===== src/logic/tas_pkg.sv =====
/*
 Constants, types and register map for the transactional abort status logic.
 Assumes a single core clock domain and an APB master with 32-bit data.
*/
package tas_pkg;

   // Register byte offsets on the APB bus.
   localparam logic [7:0] OFF_CTRL = 8'h00;
   localparam logic [7:0] OFF_DBG_CTL = 8'h04;
   localparam logic [7:0] OFF_DBG_MODEL = 8'h08;
   localparam logic [7:0] OFF_STATUS = 8'h0C;
   localparam logic [7:0] OFF_CAUSE = 8'h10;
   localparam logic [7:0] OFF_ABORT_CNT = 8'h14;

   // Control register fields.
   localparam int CTRL_IMPL_ABORT = 0;
   localparam int CTRL_MIX_ABORT = 1;
   localparam int CTRL_DF_ABORT = 2;
   localparam logic [31:0] CTRL_RESET = 32'h0000_0007;
   localparam logic [31:0] CTRL_MASK = 32'h0000_0007;

   // Debug enable bits of the debug control and model registers.
   localparam int DBG_CTL_ADV_BIT = 11;
   localparam int DBG_MODEL_ADV_BIT = 15;

   // Abort-cause word layout.
   localparam int CAUSE_EXPLICIT = 0;
   localparam int CAUSE_RETRY = 1;
   localparam int CAUSE_CONFLICT = 2;
   localparam int CAUSE_OVERFLOW = 3;
   localparam int CAUSE_DEBUG = 4;
   localparam int CAUSE_NESTED = 5;
   localparam int CAUSE_ARG_LSB = 24;
   localparam int CAUSE_ARG_MSB = 31;

   // Status register fields.
   localparam int ST_ACTIVE = 0;
   localparam int ST_ADV_MODE = 1;
   localparam int ST_DIR_FLAG = 2;
   localparam int ST_DEPTH_LSB = 8;

   // Nesting depth width and limit.
   localparam int DEPTH_W = 4;
   localparam logic [DEPTH_W-1:0] MAX_NEST = 4'hF;
   localparam logic [DEPTH_W-1:0] DEPTH_ONE = 4'h1;
   localparam logic [DEPTH_W-1:0] DEPTH_ZERO = 4'h0;

   // Debug status bit that the trap delivery clears.
   localparam int DBG_STATUS_TXN_BIT = 16;

   // Operation classes reported by the decoder.
   typedef enum logic [3:0] {
      OP_NONE,
      OP_BEGIN,
      OP_END,
      OP_EXPLICIT_ABORT,
      OP_ID_QUERY,
      OP_SPIN_HINT,
      OP_CLEAR_DIR,
      OP_SET_DIR,
      OP_VEC_LEGACY128,
      OP_VEC_256,
      OP_IMPL_CLASS,
      OP_BENIGN
   } tas_op_e;

   // One retired operation from the core pipeline.
   typedef struct packed {
      logic valid;
      tas_op_e kind;
      logic [7:0] imm;
      logic inElision;
      logic [31:0] accPrior;
   } tas_op_s;

   // Runtime abort events from the memory system.
   typedef struct packed {
      logic conflict;
      logic overflow;
      logic debugTrap;
      logic breakTrap;
   } tas_evt_s;

endpackage : tas_pkg


===== src/logic/tas_abort_unit.sv =====
/*
 Transactional abort status unit: tracks nesting, decides aborts, composes
 the abort-cause word and drives commit, rollback and debug-trap strobes.
 Assumes the decoder hands over one retired operation per cycle, and that
 the memory system keeps speculative stores until commit or discard.
*/
// The implementer's own choices: the APB slave port and the address map.
// How it works
// (RL1) Explicit abort sets cause bit zero.
// (RL2) Retry bit set, but never with bit zero.
// (RL3) Remote conflict sets cause bit two.
// (RL4) Tracking buffer overflow sets cause bit three.
// (RL5) Debug or breakpoint trap sets bit four.
// (RL6) Abort inside nested region sets bit five.
// (RL7) Argument in top byte only for explicit.
// (RL8) Cause word may be zero after abort.
// (RL9) Commit is atomic and locked-ordered.
// (RL10) Abort discards all speculative memory updates.
// (RL11) Begin issues no memory fence.
// (RL12) Default trap abort redirects with bit four.
// (RL13) Advanced debug needs both enable bits.
// (RL14) Advanced mode rolls back and raises trap.
// (RL15) Trap delivery clears debug status bit.
// (RL16) Restricted ops in elided region re-run plainly.
// (RL17) Architectural state changes only on commit.
// (RL18) Explicit abort, id query, spin hint abort.
// (RL19) Direction ops abort only on change.
// (RL20) Ordinary register and fence ops never abort.
// (RL21) Vector width mixing may abort.
// (RL22) Implementation classes may abort, optional.
// (RL23) Restart at fallback with outermost state.
// (RL24) Nesting count; commit when it reaches zero.
// (RL25) Accumulator write coincides with redirect.
`timescale 1ns/1ps

module tas_abort_unit (
   input wire logic clk,
   input wire logic sys_rst,
   input wire logic psel,
   input wire logic penable,
   input wire logic pwrite,
   input wire logic [7:0] paddr,
   input wire logic [31:0] pwdata,
   output logic [31:0] prdata,
   output logic pready,
   output logic pslverr,
   input wire tas_pkg::tas_op_s opIn,
   input wire tas_pkg::tas_evt_s evtIn,
   output logic txnActive,
   output logic commitPulse,
   output logic lockOrderPulse,
   output logic discardPulse,
   output logic redirectPulse,
   output logic rollbackPulse,
   output logic accWrEn,
   output logic [31:0] accWrData,
   output logic debugTrapPulse,
   output logic dbgStatusClr,
   output logic elisionRetryPulse,
   output logic hintIgnore
);

   ////////////////////////////////////////////////////////////////////////
   // State.

   // Software control bits for optional abort classes.
   logic [31:0] ctrlReg;
   // Mirrors of the debug control and debug model registers.
   logic [31:0] dbgCtlReg;
   logic [31:0] dbgModelReg;
   // Last composed abort-cause word, readable and writable by software.
   logic [31:0] causeReg;
   // Count of aborts since reset, for profiling.
   logic [31:0] abortCnt;
   // Nesting depth; nonzero means a region is open.
   logic [tas_pkg::DEPTH_W-1:0] depth;
   // Architectural direction flag and its copy at the outermost begin.
   logic dirFlag;
   logic dirSaved;
   // Accumulator value captured at the outermost begin.
   logic [31:0] accSaved;
   // Which vector width the region has used so far.
   logic usedLegacy;
   logic usedWide;

   ////////////////////////////////////////////////////////////////////////
   // Abort decision, combinational.

   logic advMode;
   logic isOp;
   logic active;
   logic opExplicit;
   logic opForced;
   logic opDir;
   logic opMix;
   logic opImpl;
   logic opNestOver;
   logic trapHit;
   logic abortNow;
   logic endOuter;
   logic [31:0] next_cause;

   // Advanced debugging needs both enable bits at once.
   assign advMode = dbgCtlReg[tas_pkg::DBG_CTL_ADV_BIT]
                  & dbgModelReg[tas_pkg::DBG_MODEL_ADV_BIT]; // RL13
   assign active = (depth != tas_pkg::DEPTH_ZERO);
   assign isOp = opIn.valid & active;
   // These three always abort, whatever the control bits say.
   assign opExplicit = isOp & (opIn.kind == tas_pkg::OP_EXPLICIT_ABORT); // RL18
   assign opForced = isOp & ((opIn.kind == tas_pkg::OP_ID_QUERY)
                  | (opIn.kind == tas_pkg::OP_SPIN_HINT)); // RL18
   // Direction ops abort only when they would flip the flag.
   assign opDir = isOp & ctrlReg[tas_pkg::CTRL_DF_ABORT]
                & (((opIn.kind == tas_pkg::OP_SET_DIR) & ~dirFlag)
                | ((opIn.kind == tas_pkg::OP_CLEAR_DIR) & dirFlag)); // RL19
   // Mixing widths aborts when enabled; either order counts.
   assign opMix = isOp & ctrlReg[tas_pkg::CTRL_MIX_ABORT]
                & (((opIn.kind == tas_pkg::OP_VEC_LEGACY128) & usedWide)
                | ((opIn.kind == tas_pkg::OP_VEC_256) & usedLegacy)); // RL21
   // Implementation-dependent classes abort only when software allows.
   assign opImpl = isOp & ctrlReg[tas_pkg::CTRL_IMPL_ABORT]
                 & (opIn.kind == tas_pkg::OP_IMPL_CLASS); // RL22
   // Nesting beyond the limit forces an abort.
   assign opNestOver = isOp & (opIn.kind == tas_pkg::OP_BEGIN)
                     & (depth == tas_pkg::MAX_NEST);
   assign trapHit = active & (evtIn.debugTrap | evtIn.breakTrap);
   // Benign classes fall through every term above and never abort.
   assign abortNow = opExplicit | opForced | opDir | opMix | opImpl
                   | opNestOver | trapHit
                   | (active & (evtIn.conflict | evtIn.overflow)); // RL20
   assign endOuter = isOp & (opIn.kind == tas_pkg::OP_END)
                   & (depth == tas_pkg::DEPTH_ONE) & ~abortNow; // RL24

   // Compose the cause word; reserved bits stay zero.
   always_comb begin
      next_cause = 32'h0000_0000; // RL8
      next_cause[tas_pkg::CAUSE_EXPLICIT] = opExplicit; // RL1
      // Retry may help only for transient causes, never for explicit.
      next_cause[tas_pkg::CAUSE_RETRY] = ~opExplicit
         & (evtIn.conflict | evtIn.overflow); // RL2
      next_cause[tas_pkg::CAUSE_CONFLICT] = evtIn.conflict; // RL3
      next_cause[tas_pkg::CAUSE_OVERFLOW] = evtIn.overflow; // RL4
      next_cause[tas_pkg::CAUSE_DEBUG] = trapHit; // RL5
      next_cause[tas_pkg::CAUSE_NESTED] = (depth > tas_pkg::DEPTH_ONE); // RL6
      if (opExplicit) begin
         // The argument is only meaningful next to bit zero.
         next_cause[tas_pkg::CAUSE_ARG_MSB:tas_pkg::CAUSE_ARG_LSB] = opIn.imm; // RL7
      end
   end

   ////////////////////////////////////////////////////////////////////////
   // Nesting and saved architectural state.

   // Depth rises on begin, falls on end, and clears on any abort.
   always_ff @(posedge clk) begin
      if (sys_rst) begin
         depth <= tas_pkg::DEPTH_ZERO;
      end else if (abortNow) begin
         depth <= tas_pkg::DEPTH_ZERO; // RL23
      end else if (opIn.valid & (opIn.kind == tas_pkg::OP_BEGIN)) begin
         depth <= depth + tas_pkg::DEPTH_ONE; // RL24
      end else if (isOp & (opIn.kind == tas_pkg::OP_END)) begin
         depth <= depth - tas_pkg::DEPTH_ONE; // RL24
      end
   end

   // Snapshot taken at the outermost begin only, so inner begins
   // cannot move the restore point.
   always_ff @(posedge clk) begin
      if (sys_rst) begin
         accSaved <= 32'h0000_0000;
         dirSaved <= 1'b0;
      end else if (opIn.valid & (opIn.kind == tas_pkg::OP_BEGIN) & ~active) begin
         accSaved <= opIn.accPrior; // RL14
         dirSaved <= dirFlag; // RL23
      end
   end

   // Direction flag follows the ops, and is restored on abort.
   always_ff @(posedge clk) begin
      if (sys_rst) begin
         dirFlag <= 1'b0;
      end else if (abortNow) begin
         dirFlag <= dirSaved; // RL17
      end else if (opIn.valid & (opIn.kind == tas_pkg::OP_SET_DIR)) begin
         dirFlag <= 1'b1;
      end else if (opIn.valid & (opIn.kind == tas_pkg::OP_CLEAR_DIR)) begin
         dirFlag <= 1'b0;
      end
   end

   // Vector width history lives only for the open region.
   always_ff @(posedge clk) begin
      if (sys_rst) begin
         usedLegacy <= 1'b0;
         usedWide <= 1'b0;
      end else if (abortNow | endOuter | ~active) begin
         usedLegacy <= 1'b0;
         usedWide <= 1'b0;
      end else if (isOp) begin
         usedLegacy <= usedLegacy | (opIn.kind == tas_pkg::OP_VEC_LEGACY128);
         usedWide <= usedWide | (opIn.kind == tas_pkg::OP_VEC_256);
      end
   end

   ////////////////////////////////////////////////////////////////////////
   // Outcome strobes toward the core and memory system.

   // Commit makes stores visible at once and orders like a locked op.
   // Begin itself drives no fence strobe, so no ordering is implied.
   always_ff @(posedge clk) begin
      if (sys_rst) begin
         commitPulse <= 1'b0;
         lockOrderPulse <= 1'b0;
      end else begin
         commitPulse <= endOuter; // RL9
         lockOrderPulse <= endOuter; // RL11
      end
   end

   // Every abort drops the speculative write set.
   always_ff @(posedge clk) begin
      if (sys_rst) begin
         discardPulse <= 1'b0;
      end else begin
         discardPulse <= abortNow; // RL10
      end
   end

   // Redirect or roll back, with the accumulator written in the
   // same cycle so software never sees a stale cause.
   always_ff @(posedge clk) begin
      if (sys_rst) begin
         redirectPulse <= 1'b0;
         rollbackPulse <= 1'b0;
         accWrEn <= 1'b0;
         accWrData <= 32'h0000_0000;
         debugTrapPulse <= 1'b0;
         dbgStatusClr <= 1'b0;
      end else begin
         redirectPulse <= 1'b0;
         rollbackPulse <= 1'b0;
         accWrEn <= abortNow; // RL25
         accWrData <= 32'h0000_0000;
         debugTrapPulse <= 1'b0;
         dbgStatusClr <= 1'b0;
         if (abortNow & trapHit & advMode) begin
            // Back to just before begin, old accumulator, then a trap.
            rollbackPulse <= 1'b1; // RL14
            accWrData <= accSaved; // RL14
            debugTrapPulse <= 1'b1; // RL14
            dbgStatusClr <= 1'b1; // RL15
         end else if (abortNow) begin
            // Default path, including traps when advanced mode is off.
            redirectPulse <= 1'b1; // RL12
            accWrData <= next_cause; // RL23
         end
      end
   end

   // Restricted ops in an elided region fall back to plain execution;
   // elision hints are simply ignored inside restricted regions.
   always_ff @(posedge clk) begin
      if (sys_rst) begin
         elisionRetryPulse <= 1'b0;
         hintIgnore <= 1'b0;
         txnActive <= 1'b0;
      end else begin
         elisionRetryPulse <= opIn.valid & opIn.inElision
            & ((opIn.kind == tas_pkg::OP_BEGIN)
            | (opIn.kind == tas_pkg::OP_END)
            | (opIn.kind == tas_pkg::OP_EXPLICIT_ABORT)); // RL16
         hintIgnore <= (depth != tas_pkg::DEPTH_ZERO) & ~abortNow; // RL16
         txnActive <= (depth != tas_pkg::DEPTH_ZERO) & ~abortNow;
      end
   end

   ////////////////////////////////////////////////////////////////////////
   // APB slave: one wait state, error on unmapped offsets.

   logic apbAccess;
   logic apbWrite;
   logic mapped;
   logic [31:0] readMux;

   assign apbAccess = psel & penable & ~pready;
   // A write lands at the edge where the master sees pready high, the only
   // edge at which it holds the request as complete.
   assign apbWrite = psel & penable & pready & pwrite;

   // Decode the read value and whether the offset exists.
   always_comb begin
      readMux = 32'h0000_0000;
      mapped = 1'b1;
      case (paddr)
         tas_pkg::OFF_CTRL: begin
            readMux = ctrlReg;
         end
         tas_pkg::OFF_DBG_CTL: begin
            readMux = dbgCtlReg;
         end
         tas_pkg::OFF_DBG_MODEL: begin
            readMux = dbgModelReg;
         end
         tas_pkg::OFF_STATUS: begin
            readMux[tas_pkg::ST_ACTIVE] = active;
            readMux[tas_pkg::ST_ADV_MODE] = advMode;
            readMux[tas_pkg::ST_DIR_FLAG] = dirFlag;
            readMux[tas_pkg::ST_DEPTH_LSB +: tas_pkg::DEPTH_W] = depth;
         end
         tas_pkg::OFF_CAUSE: begin
            readMux = causeReg;
         end
         tas_pkg::OFF_ABORT_CNT: begin
            readMux = abortCnt;
         end
         default: begin
            mapped = 1'b0;
         end
      endcase
   end

   // Answer each access one cycle after the access phase starts.
   always_ff @(posedge clk) begin
      if (sys_rst) begin
         pready <= 1'b0;
         pslverr <= 1'b0;
         prdata <= 32'h0000_0000;
      end else begin
         pready <= apbAccess;
         pslverr <= apbAccess & ~mapped;
         prdata <= (apbAccess & ~pwrite) ? readMux : 32'h0000_0000;
      end
   end

   // Writable control and debug mirrors.
   always_ff @(posedge clk) begin
      if (sys_rst) begin
         ctrlReg <= tas_pkg::CTRL_RESET;
         dbgCtlReg <= 32'h0000_0000;
         dbgModelReg <= 32'h0000_0000;
      end else if (apbWrite) begin
         if (paddr == tas_pkg::OFF_CTRL) begin
            ctrlReg <= pwdata & tas_pkg::CTRL_MASK;
         end
         if (paddr == tas_pkg::OFF_DBG_CTL) begin
            dbgCtlReg <= pwdata;
         end
         if (paddr == tas_pkg::OFF_DBG_MODEL) begin
            dbgModelReg <= pwdata;
         end
      end
   end

   // A hardware abort wins over a software write in the same cycle.
   always_ff @(posedge clk) begin
      if (sys_rst) begin
         causeReg <= 32'h0000_0000;
      end else if (abortNow) begin
         causeReg <= next_cause; // RL8
      end else if (apbWrite & (paddr == tas_pkg::OFF_CAUSE)) begin
         causeReg <= pwdata;
      end
   end

   // Abort counter; wraps silently, as a profiling aid only.
   always_ff @(posedge clk) begin
      if (sys_rst) begin
         abortCnt <= 32'h0000_0000;
      end else if (abortNow) begin
         abortCnt <= abortCnt + 32'h0000_0001;
      end
   end

endmodule : tas_abort_unit


===== config.mk =====
export PLATFORM = sky130hd
export DESIGN_NAME = tas_abort_unit
export DESIGN_NICKNAME = d
export VERILOG_FILES = /design/src/logic/tas_pkg.sv /design/src/logic/tas_abort_unit.sv
export SDC_FILE = /design/constraint.sdc
export NUM_CORES = 1
export LEC_CHECK = 0
export ABC_AREA = 1
export ABC_CLOCK_PERIOD_IN_PS = 3100
export BUFFER_PORTS_ARGS = -buffer_cell sky130_fd_sc_hd__buf_2
export CAP_MARGIN = 15
export CORE_MARGIN = 2
export CORE_UTILIZATION = 63
export CTS_BUF_LIST = sky130_fd_sc_hd__clkbuf_2
export CTS_CLUSTER_SIZE = 12
export DETAILED_ROUTE_END_ITERATION = 6
export GPL_TIMING_DRIVEN = 0
export PLACE_DENSITY_LB_ADDON = 0.12
export SETUP_SLACK_MARGIN = 0.2
export SLEW_MARGIN = 40
export SYNTH_ARGS = -nofsm -noshare
export SYNTH_HDL_FRONTEND = slang
export SYNTH_SLANG_ARGS = --single-unit

===== constraint.sdc =====
create_clock -name clk -period 3.1 [get_ports clk]
set_input_delay 0.465 -clock clk [delete_from_list [all_inputs] [get_ports clk]]
set_output_delay 0.465 -clock clk [all_outputs]
set_load 0.05 [all_outputs]

==> impl_metrics.toml <==
[sta]
fmax_ghz = 0.3983
period_minus_slack_ps = 2511
rsz0062_at_grt = "no"
slew_headroom_pct = 51.95
tightest_slew_ps = 720.7
fin_crit_sh_pct = 80.99
skew_ps = 73.46
finalHoldViolCount = 0
tns_ps = 0
hold_slack_ps = 36.66
finalMaxSlewViolations = 0
setup_viol = 0

[final_layout]
finalNetCount = 1794
fin_util_pct = 80.27
drive_above_1_share_pct = 20.18
area_delta_synth_final_pct = 24.53

[min_path]
min_path_type = "input pin to register"
hold_depth = 4

[grt]
grt_pass1_vias = 10714
grt_max_degree = 18
grtUsageTotal_pct = 40.00
antenna_found_initial = 2
overflow = 0
grt_pass1_wl_um = 55110

[clocking]
h-tree-depth = 2
numCtsBuffers = 59
clkLatencyLatePin_ps = 910
clk_pin_slew_ps = 110
cts_buffer_depth = 3
cts-root-buf = "clkbuf_2"
postCtsSetupBuffers = 0
cts_tree = "yes"
cts_sinks = 243

[logic_synthesis]
synthTopCellsByArea = "dfxtp_1, nand2_1, nor2_1"
synth_nets = 1479
syn_inst = 1380
async_flop_share_pct = 0
avgSynthCellArea_um2 = 7.393
synth.most_common_cell = "nand2_1"
synthTopCellsByCount = "nand2_1, dfxtp_1, nor2_1"
ys_seq_elements = 243
synth_edf_count = 0
syn_area_um2 = 10200
ys.flop_type = "dfxtp_1"
netlist.top_cell.by_area = "dfxtp_1"
ys_types = 41
synth_top_area_share_pct = 47.68
yosys_warnings = 0
yosysSeqAreaShare_pct = 47.68

[detailed_routing]
vias_per_cell = 5.739
wire_per_inst_um = 18.24
vias = 11232
routed_wl_um = 35690
first_pass_iters = 6
drt_iter0_drc = 1211
drc = 0
drtAntennaViolNets = 0

[setup_path]
reg2reg_depth = 12
end_kind = "register"
crit_type = "register to register"
cp.required_ps = 3870
critPathLaunchType = "register"
worstPathArrival_ps = 3280
path_max_fanout = 9

[placement]
port_buffers = 171
routabilityCongestion = 1.010
dp.final_hpwl_um = 22780

[floorplanning]
die_w_um = 131.3
dieArea_um2 = 17230
ios = 172
core_area_um2 = 15830
fp-row-count = 46
initial_core_util_pct = 64.46
dieHeight_um = 131.3

[run]
maxCapViolations = 0

[power_and_ir_drop]
design_power_total_mw = 5.922
ir_drop_mv = 0.4223
p_leak_nw = 5.405
power.density_nw_per_um2 = 466.1

[status]
outcome = "finished clean"
==> layer usage <==
metal / vias to the layer above / GRT usage [%] / wire [µm]
met5: - / 0 / 0
met4: 0 / 24.76 / 2373
met3: 172 / 8.681 / 3854
met2: 841 / 64.62 / 16020
met1: 5081 / 48.86 / 13450
li1: 5138 / - / -
==> where the power goes <==
group | switching [mW] | internal [mW] | leakage [nW]
logic | 0.353 | 0.205 | 3.04
clock network | 1.37 | 0.821 | 0.409
registers | 0.0174 | 3.15 | 1.96
total | 1.74 | 4.18 | 5.41
==> flip-flops by register name, indices dropped and copies added (netlist names) <==
signal             count
lockOrderPulse         1
dirFlag                1
abortCnt              32
dbgCtlReg             32
pslverr                1
dbgStatusClr           1
elisionRetryPulse      1
usedWide               1
causeReg              32
accWrData             32
accWrEn                1
dirSaved               1
redirectPulse          1
depth                  4
ctrlReg                3
accSaved              32
hintIgnore             1
dbgModelReg           32
prdata                32
pready                 1
usedLegacy             1
==> what timing repair did <==
action,4_1_cts,5_1_grt
hold endpoints to repair,147,0
hold buffers,83,0
gates resized for setup,0,0
==> worst max-delay path, cell delays in order (launching register included) <==
cell	delay, ps
dfxtp_1	450
inv_1	120
ha_1	210
inv_1	150
nor2_8	80
nor2_2	210
inv_1	90
nor2_2	450
inv_1	210
nand2_1	200
nand2_1	80
nor2_1	100
nor2_1	40
==> placed cells by master, fill, tap and decap left out, drive strengths merged, types with 2 or more instances in the layout <==
master	instances
a21oi	160
nand3b	2
diode	2
dlygate4sd3	83
nor3b	3
or2	2
nand4	8
dfxtp	243
a31oi	7
nand2	252
inv	139
o21ai	131
nor2	212
buf	212
clkbuf	115
nor3	22
a41oi	6
clkinv	20
o22ai	21
xor2	18
ha	4
nand3	69
o211ai	3
==> metrics by stage <==
stage | setup WS [ps] | area, µm² | cells
6_report | 589.3 | 12700 | 1957
5_1_grt | 448.6 | 12700 | 1957
4_1_cts | 763.3 | 12700 | 1955
3_5_place_dp | 778.4 | 11330 | 1767
3_3_place_gp | 788.3 | 11330 | 1767
2_1_floorplan | 1275 | 10200 | 1380
==> area by class of cell <==
| type | count | area [µm²] |
|---|---|---|
| inverter | 138 | 518.0 |
| tap | 216 | 270.3 |
| antenna | 2 | 5.005 |
| fill | 1084 | 3123 |
| buffer | 73 | 367.9 |
| sequential | 243 | 4865 |
| timing repair buffer | 254 | 1687 |
| clock buffer | 83 | 415.4 |
| clock inverter | 22 | 125.1 |
| multi-input combinational | 926 | 4452 |
==> worst paths after layout <==
| path | startpoint | end | slack (ps) |
|---|---|---|---|
| setup / recovery | depth[0] | causeReg[1] | 590 |
| hold / removal | opIn[45] | dirFlag | 40 |
| setup reg to reg | depth[0] | causeReg[1] | 590 |
| hold reg to reg | accSaved[14] | accWrData[14] | 430 |
==> logic make-up after synthesis <==
| logic type | count (synthesis) | share of synthesized area (%) |
|---|---|---|
| AND/OR/NAND/NOR | 572 | 23.98 |
| AO/OA/AOI/OAI | 331 | 17.54 |
| adder cells (fa/ha/maj) | 4 | 0.4906 |
| flip-flops | 243 | 47.68 |
| XOR/XNOR | 19 | 1.631 |
| buffers and inverters | 211 | 8.683 |
(Power assumes the default switching activity.)
